<file path="config.mk">
export PLATFORM = sky130hd
export DESIGN_NAME = scau_core
export DESIGN_NICKNAME = d
export VERILOG_FILES = /design/src/core/scau_pkg.sv /design/src/core/scau_cmp.sv /design/src/core/scau_core.sv /design/src/core/scau_div.sv
export VERILOG_INCLUDE_DIRS = /design/src /design/src/core
export SDC_FILE = /design/constraint.sdc
export NUM_CORES = 1
export LEC_CHECK = 0
export BUFFER_PORTS_ARGS = -buffer_cell sky130_fd_sc_hd__buf_2
export CORE_MARGIN = 4
export CORE_UTILIZATION = 58
export CTS_CLUSTER_DIAMETER = 150
export DETAILED_ROUTE_END_ITERATION = 6
export PLACE_DENSITY = 0.8
export SLEW_MARGIN = 20
export SYNTH_ARGS = -nofsm -noshare
export SYNTH_HDL_FRONTEND = slang
export SYNTH_SLANG_ARGS = --single-unit
</file>
<file path="constraint.sdc">
create_clock -name sys_clk -period 6.7 [get_ports sys_clk]
set_input_delay 0.67 -clock sys_clk [delete_from_list [all_inputs] [get_ports sys_clk]]
set_output_delay 0.67 -clock sys_clk [all_outputs]
set_load 0.1 [all_outputs]
</file>
<file path="src/core/scau_params.svh">
// Purpose: constants for the signed compare/arith unit
// Assumes: 16-bit signed operands
// Notes: included by the package and modules
`ifndef SCAU_PARAMS_SVH
`define SCAU_PARAMS_SVH
`define SCAU_WORD_W 16
`define SCAU_PROD_W 32
`define SCAU_DIG_W 3
`define SCAU_DIG_FULL 3'h4
`define SCAU_STEPS_NORMAL 4'h5
`define SCAU_STEPS_ODD 4'h7
`define SCAU_BYTE_ALIGN_W 3
`define SCAU_DIV_LAT 5'h11
`endif

</file>
<file path="src/core/scau_pkg.sv">
// Purpose: types for the signed compare/arith unit
// Assumes: scau_params.svh holds the numbers
// Notes: none
`include "scau_params.svh"
package scau_pkg;
    typedef enum logic [3:0] {
        SCAU_OP_CMP = 4'h0,
        SCAU_OP_ADD2 = 4'h1,
        SCAU_OP_ADD3 = 4'h2,
        SCAU_OP_SUB2 = 4'h3,
        SCAU_OP_SUB3 = 4'h4,
        SCAU_OP_MUL = 4'h5,
        SCAU_OP_DIV = 4'h6
    } scau_op_t;
    typedef enum logic [2:0] {
        SCAU_REL_EQ = 3'h0,
        SCAU_REL_NE = 3'h1,
        SCAU_REL_GT = 3'h2,
        SCAU_REL_LE = 3'h3,
        SCAU_REL_LT = 3'h4,
        SCAU_REL_GE = 3'h5
    } scau_rel_t;
    typedef enum logic [1:0] {
        SCAU_CON_LOAD = 2'h0,
        SCAU_CON_SERIES = 2'h1,
        SCAU_CON_PARALLEL = 2'h2
    } scau_con_t;
    typedef enum logic [1:0] {
        SCAU_DST_WORD = 2'h0,
        SCAU_DST_BIT = 2'h1,
        SCAU_DST_ACC2 = 2'h2,
        SCAU_DST_INDEX = 2'h3
    } scau_dst_t;
    typedef struct packed {
        scau_op_t op;
        scau_rel_t rel;
        scau_con_t con;
        scau_dst_t dst;
        logic [`SCAU_DIG_W-1:0] digits;
        logic bit_src;
        logic [`SCAU_BYTE_ALIGN_W-1:0] start_low;
        logic prev_contact;
        logic signed [`SCAU_WORD_W-1:0] first_operand;
        logic signed [`SCAU_WORD_W-1:0] second_operand;
        logic signed [`SCAU_WORD_W-1:0] dest_value;
    } scau_req_t;
    typedef struct packed {
        logic contact;
        logic contact_valid;
        logic [`SCAU_PROD_W-1:0] result;
        logic result_wide;
        logic result_valid;
        logic operation_error_flag;
        logic [3:0] steps;
    } scau_rsp_t;
endpackage : scau_pkg

</file>
<file path="src/core/scau_cmp.sv">
// Purpose: signed relation evaluator
// Assumes: operands are two's complement
// Notes: combinational
`include "scau_params.svh"
module scau_cmp (
    // operands
    input wire logic signed [`SCAU_WORD_W-1:0] a,
    input wire logic signed [`SCAU_WORD_W-1:0] b,
    input wire scau_pkg::scau_rel_t rel,
    // result
    output logic holds
);
    import scau_pkg::*;
    always_comb begin
        unique case (rel)
            SCAU_REL_EQ: holds = (a == b);
            SCAU_REL_NE: holds = (a != b);
            SCAU_REL_GT: holds = (a > b);
            SCAU_REL_LE: holds = (a <= b);
            SCAU_REL_LT: holds = (a < b);
            SCAU_REL_GE: holds = (a >= b);
            default: holds = 1'b0;
        endcase
    end
endmodule // scau_cmp

</file>
<file path="src/core/scau_core.sv">
// What this block does
// - comparison drives normally-open contact
// - six relations: eq ne gt le lt ge
// - load/parallel every scan, series gated
// - seven steps for unaligned partial-digit operand
// - addition wraps past largest positive
// - subtraction wraps past most negative
// - add in place or three-operand
// - subtract in place or three-operand
// - signed two's complement, top bit sign
// - no carry or borrow flag
// - signed 32-bit product from 16-bit sources
// - bit destination keeps four low bits per digit
// - quotient low, remainder high; bit gets quotient
// - quotient and remainder both signed
// - zero divisor raises error, no quotient
// - second accumulator or index dest errors on multiply and divide
// - comparisons are signed
//
// Purpose: signed 16-bit compare and arithmetic datapath
// Assumes: sequencer holds req stable while req_valid is high
// Notes: all outputs registered
`include "scau_params.svh"
module scau_core (
    // clock and reset
    input wire logic sys_clk,
    input wire logic rstn,
    // request from sequencer
    input wire logic req_valid,
    input wire scau_pkg::scau_req_t req,
    output logic req_ready,
    // answer to device memory
    output scau_pkg::scau_rsp_t rsp
);
    import scau_pkg::*;
    localparam int W = `SCAU_WORD_W;
    localparam int P = `SCAU_PROD_W;

    // ========================================
    // state
    typedef enum logic [1:0] {
        SCAU_ST_IDLE = 2'b00,
        SCAU_ST_DIV = 2'b01,
        SCAU_ST_DONE = 2'b11
    } scau_st_t;
    typedef struct packed {
        scau_st_t st;
        logic ready;
        logic to_bit;
        logic [`SCAU_DIG_W-1:0] digits;
        scau_rsp_t rsp;
    } scau_core_st_t;
    scau_core_st_t s_r, s_nxt;

    // ========================================
    // helpers
    function automatic logic [P-1:0] digit_mask(
        input logic [`SCAU_DIG_W-1:0] dig);
        logic [P-1:0] m;
        m = '0;
        for (int i = 0; i < 4; i++) begin
            if (3'(i) < dig) begin
                m[i*4 +: 4] = 4'hF;
            end
        end
        digit_mask = m;
    endfunction

    function automatic logic [3:0] step_count(input scau_req_t r);
        if (r.bit_src && r.digits != `SCAU_DIG_FULL && r.start_low != '0) begin
            step_count = `SCAU_STEPS_ODD;
        end else begin
            step_count = `SCAU_STEPS_NORMAL;
        end
    endfunction

    // ========================================
    // datapath
    logic holds;
    scau_cmp u_cmp (
        .a(req.first_operand),
        .b(req.second_operand),
        .rel(req.rel),
        .holds(holds)
    );

    logic div_start;
    logic div_done;
    logic signed [W-1:0] quot;
    logic signed [W-1:0] rem;
    scau_div u_div (
        .sys_clk(sys_clk),
        .rstn(rstn),
        .start(div_start),
        .dividend(req.first_operand),
        .divisor(req.second_operand),
        .done(div_done),
        .quotient(quot),
        .remainder(rem)
    );

    logic take;
    logic bad_dst;
    logic signed [W-1:0] sum2;
    logic signed [W-1:0] sum3;
    logic signed [W-1:0] dif2;
    logic signed [W-1:0] dif3;
    logic signed [P-1:0] prod;
    assign take = req_valid && s_r.ready && s_r.st == SCAU_ST_IDLE;
    assign bad_dst = req.dst == SCAU_DST_ACC2 || req.dst == SCAU_DST_INDEX;
    // wrap by truncation, no carry kept
    assign sum2 = W'(req.dest_value + req.first_operand);
    assign sum3 = W'(req.first_operand + req.second_operand);
    assign dif2 = W'(req.dest_value - req.first_operand);
    assign dif3 = W'(req.first_operand - req.second_operand);
    // widen both sources first so the product is never cut at 16 bits
    assign prod = P'(req.first_operand) * P'(req.second_operand);
    assign div_start = take && req.op == SCAU_OP_DIV && !bad_dst
        && req.second_operand != '0;

    // ========================================
    // control
    always_comb begin
        s_nxt = s_r;
        s_nxt.rsp.contact_valid = 1'b0;
        s_nxt.rsp.result_valid = 1'b0;
        unique case (s_r.st)
            SCAU_ST_IDLE: begin
                s_nxt.ready = 1'b1;
                if (take) begin
                    s_nxt.rsp.operation_error_flag = 1'b0;
                    s_nxt.rsp.steps = step_count(req);
                    s_nxt.rsp.result_wide = 1'b0;
                    unique case (req.op)
                        SCAU_OP_CMP: begin
                            s_nxt.rsp.contact_valid = 1'b1;
                            if (req.con == SCAU_CON_SERIES) begin
                                // series: open unless predecessor closed and relation holds
                                s_nxt.rsp.contact =
                                    req.prev_contact && holds;
                            end else begin
                                s_nxt.rsp.contact = holds;
                            end
                        end
                        SCAU_OP_ADD2: begin
                            s_nxt.rsp.result = P'(unsigned'(sum2));
                            s_nxt.rsp.result_valid = 1'b1;
                        end
                        SCAU_OP_ADD3: begin
                            s_nxt.rsp.result = P'(unsigned'(sum3));
                            s_nxt.rsp.result_valid = 1'b1;
                        end
                        SCAU_OP_SUB2: begin
                            s_nxt.rsp.result = P'(unsigned'(dif2));
                            s_nxt.rsp.result_valid = 1'b1;
                        end
                        SCAU_OP_SUB3: begin
                            s_nxt.rsp.result = P'(unsigned'(dif3));
                            s_nxt.rsp.result_valid = 1'b1;
                        end
                        SCAU_OP_MUL: begin
                            if (bad_dst) begin
                                s_nxt.rsp.operation_error_flag = 1'b1;
                            end else if (req.dst == SCAU_DST_BIT) begin
                                s_nxt.rsp.result =
                                    prod & digit_mask(req.digits);
                                s_nxt.rsp.result_valid = 1'b1;
                            end else begin
                                s_nxt.rsp.result = prod;
                                s_nxt.rsp.result_wide = 1'b1;
                                s_nxt.rsp.result_valid = 1'b1;
                            end
                        end
                        SCAU_OP_DIV: begin
                            if (bad_dst) begin
                                s_nxt.rsp.operation_error_flag = 1'b1;
                            end else if (req.second_operand == '0) begin
                                s_nxt.rsp.operation_error_flag = 1'b1;
                            end else begin
                                s_nxt.st = SCAU_ST_DIV;
                                s_nxt.ready = 1'b0;
                                s_nxt.to_bit = req.dst == SCAU_DST_BIT;
                                s_nxt.digits = req.digits;
                            end
                        end
                        default: begin
                            s_nxt.rsp.operation_error_flag = 1'b1;
                        end
                    endcase
                end
            end
            SCAU_ST_DIV: begin
                if (div_done) begin
                    s_nxt.st = SCAU_ST_DONE;
                    s_nxt.rsp.result_valid = 1'b1;
                    if (s_r.to_bit) begin
                        s_nxt.rsp.result = P'(unsigned'(quot))
                            & digit_mask(s_r.digits);
                    end else begin
                        s_nxt.rsp.result = {rem, quot};
                        s_nxt.rsp.result_wide = 1'b1;
                    end
                end
            end
            SCAU_ST_DONE: begin
                s_nxt.st = SCAU_ST_IDLE;
                s_nxt.ready = 1'b1;
            end
            default: begin
                s_nxt.st = SCAU_ST_IDLE;
            end
        endcase
    end

    always_ff @(posedge sys_clk) begin
        if (!rstn) begin
            s_r <= '0;
        end else begin
            s_r <= s_nxt;
        end
    end

    assign req_ready = s_r.ready;
    assign rsp = s_r.rsp;
endmodule // scau_core

</file>
<file path="src/core/scau_div.sv">
// Purpose: signed restoring divider, one bit per cycle
// Assumes: divisor checked for zero by caller
// Notes: truncates toward zero
`include "scau_params.svh"
module scau_div (
    // clock and reset
    input wire logic sys_clk,
    input wire logic rstn,
    // request
    input wire logic start,
    input wire logic signed [`SCAU_WORD_W-1:0] dividend,
    input wire logic signed [`SCAU_WORD_W-1:0] divisor,
    // answer
    output logic done,
    output logic signed [`SCAU_WORD_W-1:0] quotient,
    output logic signed [`SCAU_WORD_W-1:0] remainder
);
    import scau_pkg::*;
    localparam int W = `SCAU_WORD_W;
    typedef struct packed {
        logic busy;
        logic done;
        logic [4:0] cnt;
        logic [W-1:0] q;
        logic [W:0] r;
        logic [W-1:0] d;
        logic qneg;
        logic rneg;
    } scau_div_st_t;
    scau_div_st_t s_r, s_nxt;

    function automatic logic [W-1:0] mag(input logic signed [W-1:0] v);
        mag = v[W-1] ? W'(-v) : v;
    endfunction

    logic [W:0] trial;
    always_comb begin
        s_nxt = s_r;
        s_nxt.done = 1'b0;
        trial = {s_r.r[W-1:0], s_r.q[W-1]} - {1'b0, s_r.d};
        if (start) begin
            s_nxt.busy = 1'b1;
            s_nxt.cnt = 5'(W);
            s_nxt.q = mag(dividend);
            s_nxt.r = '0;
            s_nxt.d = mag(divisor);
            s_nxt.qneg = dividend[W-1] ^ divisor[W-1];
            s_nxt.rneg = dividend[W-1];
        end else if (s_r.busy) begin
            if (trial[W]) begin
                s_nxt.r = {s_r.r[W-1:0], s_r.q[W-1]};
                s_nxt.q = {s_r.q[W-2:0], 1'b0};
            end else begin
                s_nxt.r = trial;
                s_nxt.q = {s_r.q[W-2:0], 1'b1};
            end
            s_nxt.cnt = s_r.cnt - 5'h01;
            if (s_r.cnt == 5'h01) begin
                s_nxt.busy = 1'b0;
                s_nxt.done = 1'b1;
            end
        end
    end
    always_ff @(posedge sys_clk) begin
        if (!rstn) begin
            s_r <= '0;
        end else begin
            s_r <= s_nxt;
        end
    end
    assign done = s_r.done;
    assign quotient = s_r.qneg ? W'(-s_r.q) : s_r.q;
    assign remainder = s_r.rneg ? W'(-s_r.r[W-1:0]) : s_r.r[W-1:0];
endmodule // scau_div

</file>
==> results of run 1 <==
==> kinds of logic (layout without fill, tap and decap cells) <==
logic type	after synthesis	count (layout)	share of synthesized area, %
and+or+nand+nor	663	663	16.5
muxes	30	30	1.58
buffers and inverters	527	583	11.2
xor gates and xnor gates	125	125	5.72
other	1	1	0.0196
DFF	103	103	10.8
AOI/OAI and AO/OA	473	473	16.1
adders and majority gates	421	421	38.0
==> worst max-delay path by stage <==
| stage | slack (ps) | end | from | cells after the start |
|---|---|---|---|---|
| finish | 350 | rsp[27]$_SDFFE_PN0P_ | req[20] | 24 |
| global route | 70 | rsp[34]$_SDFFE_PN0P_ | req[17] | 23 |
| CTS | 280 | rsp[27]$_SDFFE_PN0P_ | req[20] | 24 |
| detailed placement | -50 | rsp[27]$_SDFFE_PN0P_ | req[20] | 24 |
| global placement | -60 | rsp[27]$_SDFFE_PN0P_ | req[20] | 24 |
| floorplan | 20 | rsp[37]$_SDFFE_PN0P_ | req[47] | 22 |
==> cell usage in the layout, fill, tap and decap left out, types with 48 or more instances in the layout <==
master / count
dfxtp_1: 102
a211oi_1: 48
xnor2_1: 94
o21ai_0: 108
buf_2: 110
a21oi_1: 120
nor2_1: 167
and2_1: 96
fa_1: 265
buf_4: 90
inv_1: 364
nand2_1: 226
ha_1: 155
==> final cells by class <==
type	count	area, sq um
Timing Repair Buffer	202	1270
Clock buffer	9	225
Clock inverter	7	56.3
Fill cell	2819	12100
Multi-Input combinational cell	1713	14900
Tap cell	442	553
Sequential cell	103	2070
Inverter	365	1370
==> routing by layer <==
layer / vias up / routed length (um)
met5: - / 0
met4: 0 / 2780
met3: 185 / 4550
met2: 855 / 26900
met1: 8318 / 22700
li1: 7695 / -
==> through the flow <==
step                      cell area (sq um)  std cells  setup slack [ps]
final                                 20500       2841               347
after global routing                  20500       2841              71.2
after CTS                             20500       2841               278
after detailed placement              20200       2825             -54.0
after global placement                20200       2825             -60.9
after floorplan                       19100       2343              15.5
==> flip-flops by register name, summed over array words and instances, names as in the netlist <==
register    flops
u_div.s_r      56
rsp            39
s_r             6
req_ready       1
u_div.done      1
==> worst register-to-register path, stage by stage, from the launching register on <==
cell and delay [ps]:
dfxtp_1 380, inv_1 80, ha_1 220, fa_1 410, nand2b_1 190, a21oi_1 270
nor3_1 110, o32ai_1 510, o211ai_1 170, nand2_1 120, o22ai_1 170, xor2_4 300
or4b_2 720, o311ai_0 110
==> what timing repair did <==
action,4_1_cts,5_1_grt
endpoints found under the setup margin,0,4
resized for setup,0,5
hold endpoints to repair,0,0
setup buffers,0,0
==> flow_summary.ini, run 1 <==
[synth]
synthTopCellsByArea = fa_1 28%, dfxtp_1 11%, ha_1 10%
syn_nets = 2834
ys_top_cells_by_count = 364 x inv_1, 266 x fa_1, 227 x nand2_1
ys_seq_area_share_pct = 10.8
synthFlopType = dfxtp_1
netlist-cell-type-count = 70
ys.warnings.count = 0
yosys.area.top_type_share_pct = 27.8
yosysTopAreaCell = fa_1
synthCells = 2343
syn_area_per_cell_sq_um = 8.16
yosysMostFrequentCell = inv_1
synth_edf_count = 0
ys_seq_elements = 103
syn-cell-area_sq_um = 19100
async_reset_ff_share_pct = 0

[floorplan]
dieArea_sq_um = 35900
core_sq_um = 32500
fp.dieW_um = 190
die_y_um = 190
num_io_pins = 112
fp-row-count = 66
start_util_pct = 58.8

[layout]
drive_gt1_share_pct = 10.2
nets = 2885
final_util_pct = 63.0
antenna_cells = 0
area_delta_synth_final_pct = 7.10

[detailed_routing]
vias_per_cell = 6.00
wirelength_um = 57000
drc = 0
ant_nets = 0
vias = 17100
drtIter0Drc = 1807
drt-wirelength-per-cell_um = 20.1
dr.pass1.iters = 6

[timing]
hold_ws_ps = 460
final-setup-viol-count = 0
finalHoldViolations = 0
maxSlewViolCount = 0
tns_ps = 0
grt_setup_unrepaired = no
fin_crit_ps = 6350
worst_slew_pin_slew_ps = 1150
clock.fmax_mhz = 157
min_period_over_period_pct = 94.8
finalClockSkew_ps = 11.4
slew_headroom_pct = 23.3

[setup_path]
crit_chain = buf_2 -> buf_4 -> ha_1 -> fa_1 -> fa_1 -> ha_1 -> inv_1 -> fa_1 -> inv_1 -> fa_1 -> inv_1 -> fa_1 -> inv_1 -> ha_1 -> a2111oi_0 -> o21ai_1 -> a22oi_1 -> buf_4 -> o21bai_1 -> a221oi_2 -> buf_4 -> xnor2_1 -> a221oi_1 -> nor2_1
critPathMaxStageDelay_ps = 530
cp_common_cell = fa_1
r2r-start = u_div.s_r[50]$_SDFFE_PN0P_
cp_slowest_cell = fa_1
critical_path.max_fanout = 8
start_kind = input pin
reg2reg_slack_ps = 2840
critPathKind = in -> reg
cp.arrival_ps = 6600
reg2reg_depth = 13
path_buf_inv = 8
required_ps = 6940
r2r_end = u_div.s_r[18]$_SDFFE_PP0P_
worst_setup_path_end_kind = flip-flop
cp_top_family = adder cells

[worst_hold_path]
timing.hold.worst_endpoint = rsp[1]$_SDFFE_PN0P_
hold_path_depth = 2
min_from = rsp[1]$_SDFFE_PN0P_
min_path_type = reg -> reg

[clock_network]
cts_root_buffer = clkbuf_16
clk_latency_ps = 360
cts.clk_slew.worst_paths_ps = 80
cts_sinks = 103
cts_buffers = 9
cts_tree = done
ctsLongestPathBuffers = 2
cts-hold-fix-buffers = 0
htreeDepth = 3

[run]
cap_violations = 0

[grt]
met3_usage_pct = 3.85
track_usage_pct = 31.9
grt_pass1_wl_um = 92100
grtUsageMet1_pct = 42.2
grt_pass1_vias = 17500
overflow = 0
antenna_found_initial = 0
grt_use_met2_pct = 53.7
grt-busiest-layer = met2
grt_max_degree = 63

[placement]
hpwl_um = 46200
port_buffers = 110
place.gp.congestion = 0.988

[run_status]
status = complete, no violations
Power of run 1 is left out: the tool's default activity adds up to more than one toggle a clock period on the data nets, which glitch-free logic cannot reach.
==> inputs of run 2 (changes only) <==
PLACE_DENSITY = unset   (was 0.8)
PLACE_DENSITY_LB_ADDON = 0.1   (was unset)
==> flow_summary.ini, run 2 (synthesized netlist as in run 1, its figures left out) <==
[run_status]
status = complete, no violations

[timing]
finalHoldViolations = 0
fin_crit_ps = 6450
slew_headroom_pct = 46.1
final-setup-viol-count = 0
min_period_over_period_pct = 96.3
hold_ws_ps = 463
clock.fmax_mhz = 155
finalClockSkew_ps = 13.8
tns_ps = 0
maxSlewViolCount = 0
worst_slew_pin_slew_ps = 809
grt_setup_unrepaired = no
setup_slack_ps = 250

[layout]
nets = 2891
antenna_cells = 0
final_util_pct = 63.3
area_delta_synth_final_pct = 7.64
largest_register_ffs = 56
top_register = u_div.s_r
drive_gt1_share_pct = 10.6
final_cell_mix = 364 x inv_1, 264 x fa_1, 226 x nand2_1
final_common_cell = inv_1

[placement]
post-place-ws_ps = -231
place.gp.congestion = 0.948
port_buffers = 110
hpwl_um = 46800

[floorplan]
core_sq_um = 32500
die_y_um = 190
fp.dieW_um = 190
fp-row-count = 66
num_io_pins = 112
start_util_pct = 58.8
dieArea_sq_um = 35900

[setup_path]
critical_path.max_fanout = 10
cp.arrival_ps = 6680
r2r_end = u_div.s_r[24]$_SDFFE_PP0P_
critPathKind = in -> reg
reg2reg_slack_ps = 2660
start_kind = input pin
worst_setup_path_end_kind = flip-flop
required_ps = 6930
r2r-start = u_div.s_r[50]$_SDFFE_PN0P_
reg2reg_depth = 14

[detailed_routing]
drt-wirelength-per-cell_um = 20.1
wl_met2_um = 27300
vias_per_cell = 5.86
wl_met1_um = 23800
vias = 16700
drc = 0
met3RoutedLength_um = 3510
dr.pass1.iters = 5
wirelength_um = 57100
highest_layer = met4
ant_nets = 0
drtIter0Drc = 1272

[worst_hold_path]
timing.hold.worst_endpoint = rsp[40]$_SDFFE_PN0P_
min_from = rsp[40]$_SDFFE_PN0P_
hold_path_depth = 2
min_path_type = reg -> reg

[clock_network]
cts_sinks = 103
cts.clk_slew.worst_paths_ps = 70
ctsLongestPathBuffers = 2
cts_tree = done
htreeDepth = 3
post_cts_resize_count = 0
cts_setup_buffers = 0
cts_root_buffer = clkbuf_16
cts-hold-fix-buffers = 0
cts_buffers = 9
clk_latency_ps = 360

[grt]
track_usage_pct = 32.5
grt_max_degree = 63
antenna_found_initial = 0
grt_pass1_vias = 17500
overflow = 0
grt_pass1_wl_um = 92900

[run]
cap_violations = 0
[run 2: cell types whose count changed in the layout (fill, tap and decap cells not counted), sizes merged]
cell and delta:
clkbuf +2, bufinv +2, inv -1, clkinv -2, buf +6, clkinvlp -1
[run 2: through the flow]
stage / area (sq um) / std cells
global placement: 20200 / 2831
finish: 20600 / 2847
global route: 20600 / 2847
CTS: 20500 / 2847
detailed placement: 20200 / 2831
floorplan: 19100 / 2343
[run 2: layer usage]
metal	vias to the layer above	GRT usage, %
met4	0	12.4
met3	138	4.77
li1	7716	-
met2	603	55.0
met1	8224	42.4
met5	-	0
[run 2: critical path, stage by stage]
cell and delay (ps):
buf_2 180, ha_1 300, fa_1 540, inv_1 60, fa_1 400, fa_1 520
fa_1 550, inv_1 50, fa_1 490, fa_1 420, ha_1 360, a21o_1 180
a21o_1 170, a21o_1 180, a22oi_1 260, buf_4 220, o21bai_1 90, a221oi_2 300
buf_4 170, xnor2_1 80, a221oi_1 390, nor2_1 90
[run 2: worst max path at each step]
| stage | startpoint | slack [ps] | end | cells past startpoint |
|---|---|---|---|---|
| 2_1_floorplan | req[47] | 20 | rsp[37]$_SDFFE_PN0P_ | 22 |
| 3_3_place_gp | req[20] | -230 | rsp[26]$_SDFFE_PN0P_ | 24 |
| 3_5_place_dp | req[21] | -230 | rsp[28]$_SDFFE_PN0P_ | 25 |
| 4_1_cts | req[21] | 110 | rsp[28]$_SDFFE_PN0P_ | 25 |
| 5_1_grt | req[20] | 50 | rsp[27]$_SDFFE_PN0P_ | 24 |
| 6_report | req[21] | 250 | rsp[27]$_SDFFE_PN0P_ | 22 |
[run 2: final cells by class]
class / count / area (sq um)
multi-input cells: 1713 / 15000
fillers: 3000 / 11900
flip-flops and latches: 103 / 2070
inverters: 365 / 1370
repair buffers: 208 / 1310
well taps: 442 / 553
clock buffers: 11 / 243
clock inverters: 5 / 78.8
Power of run 2 is left out for the same reason.
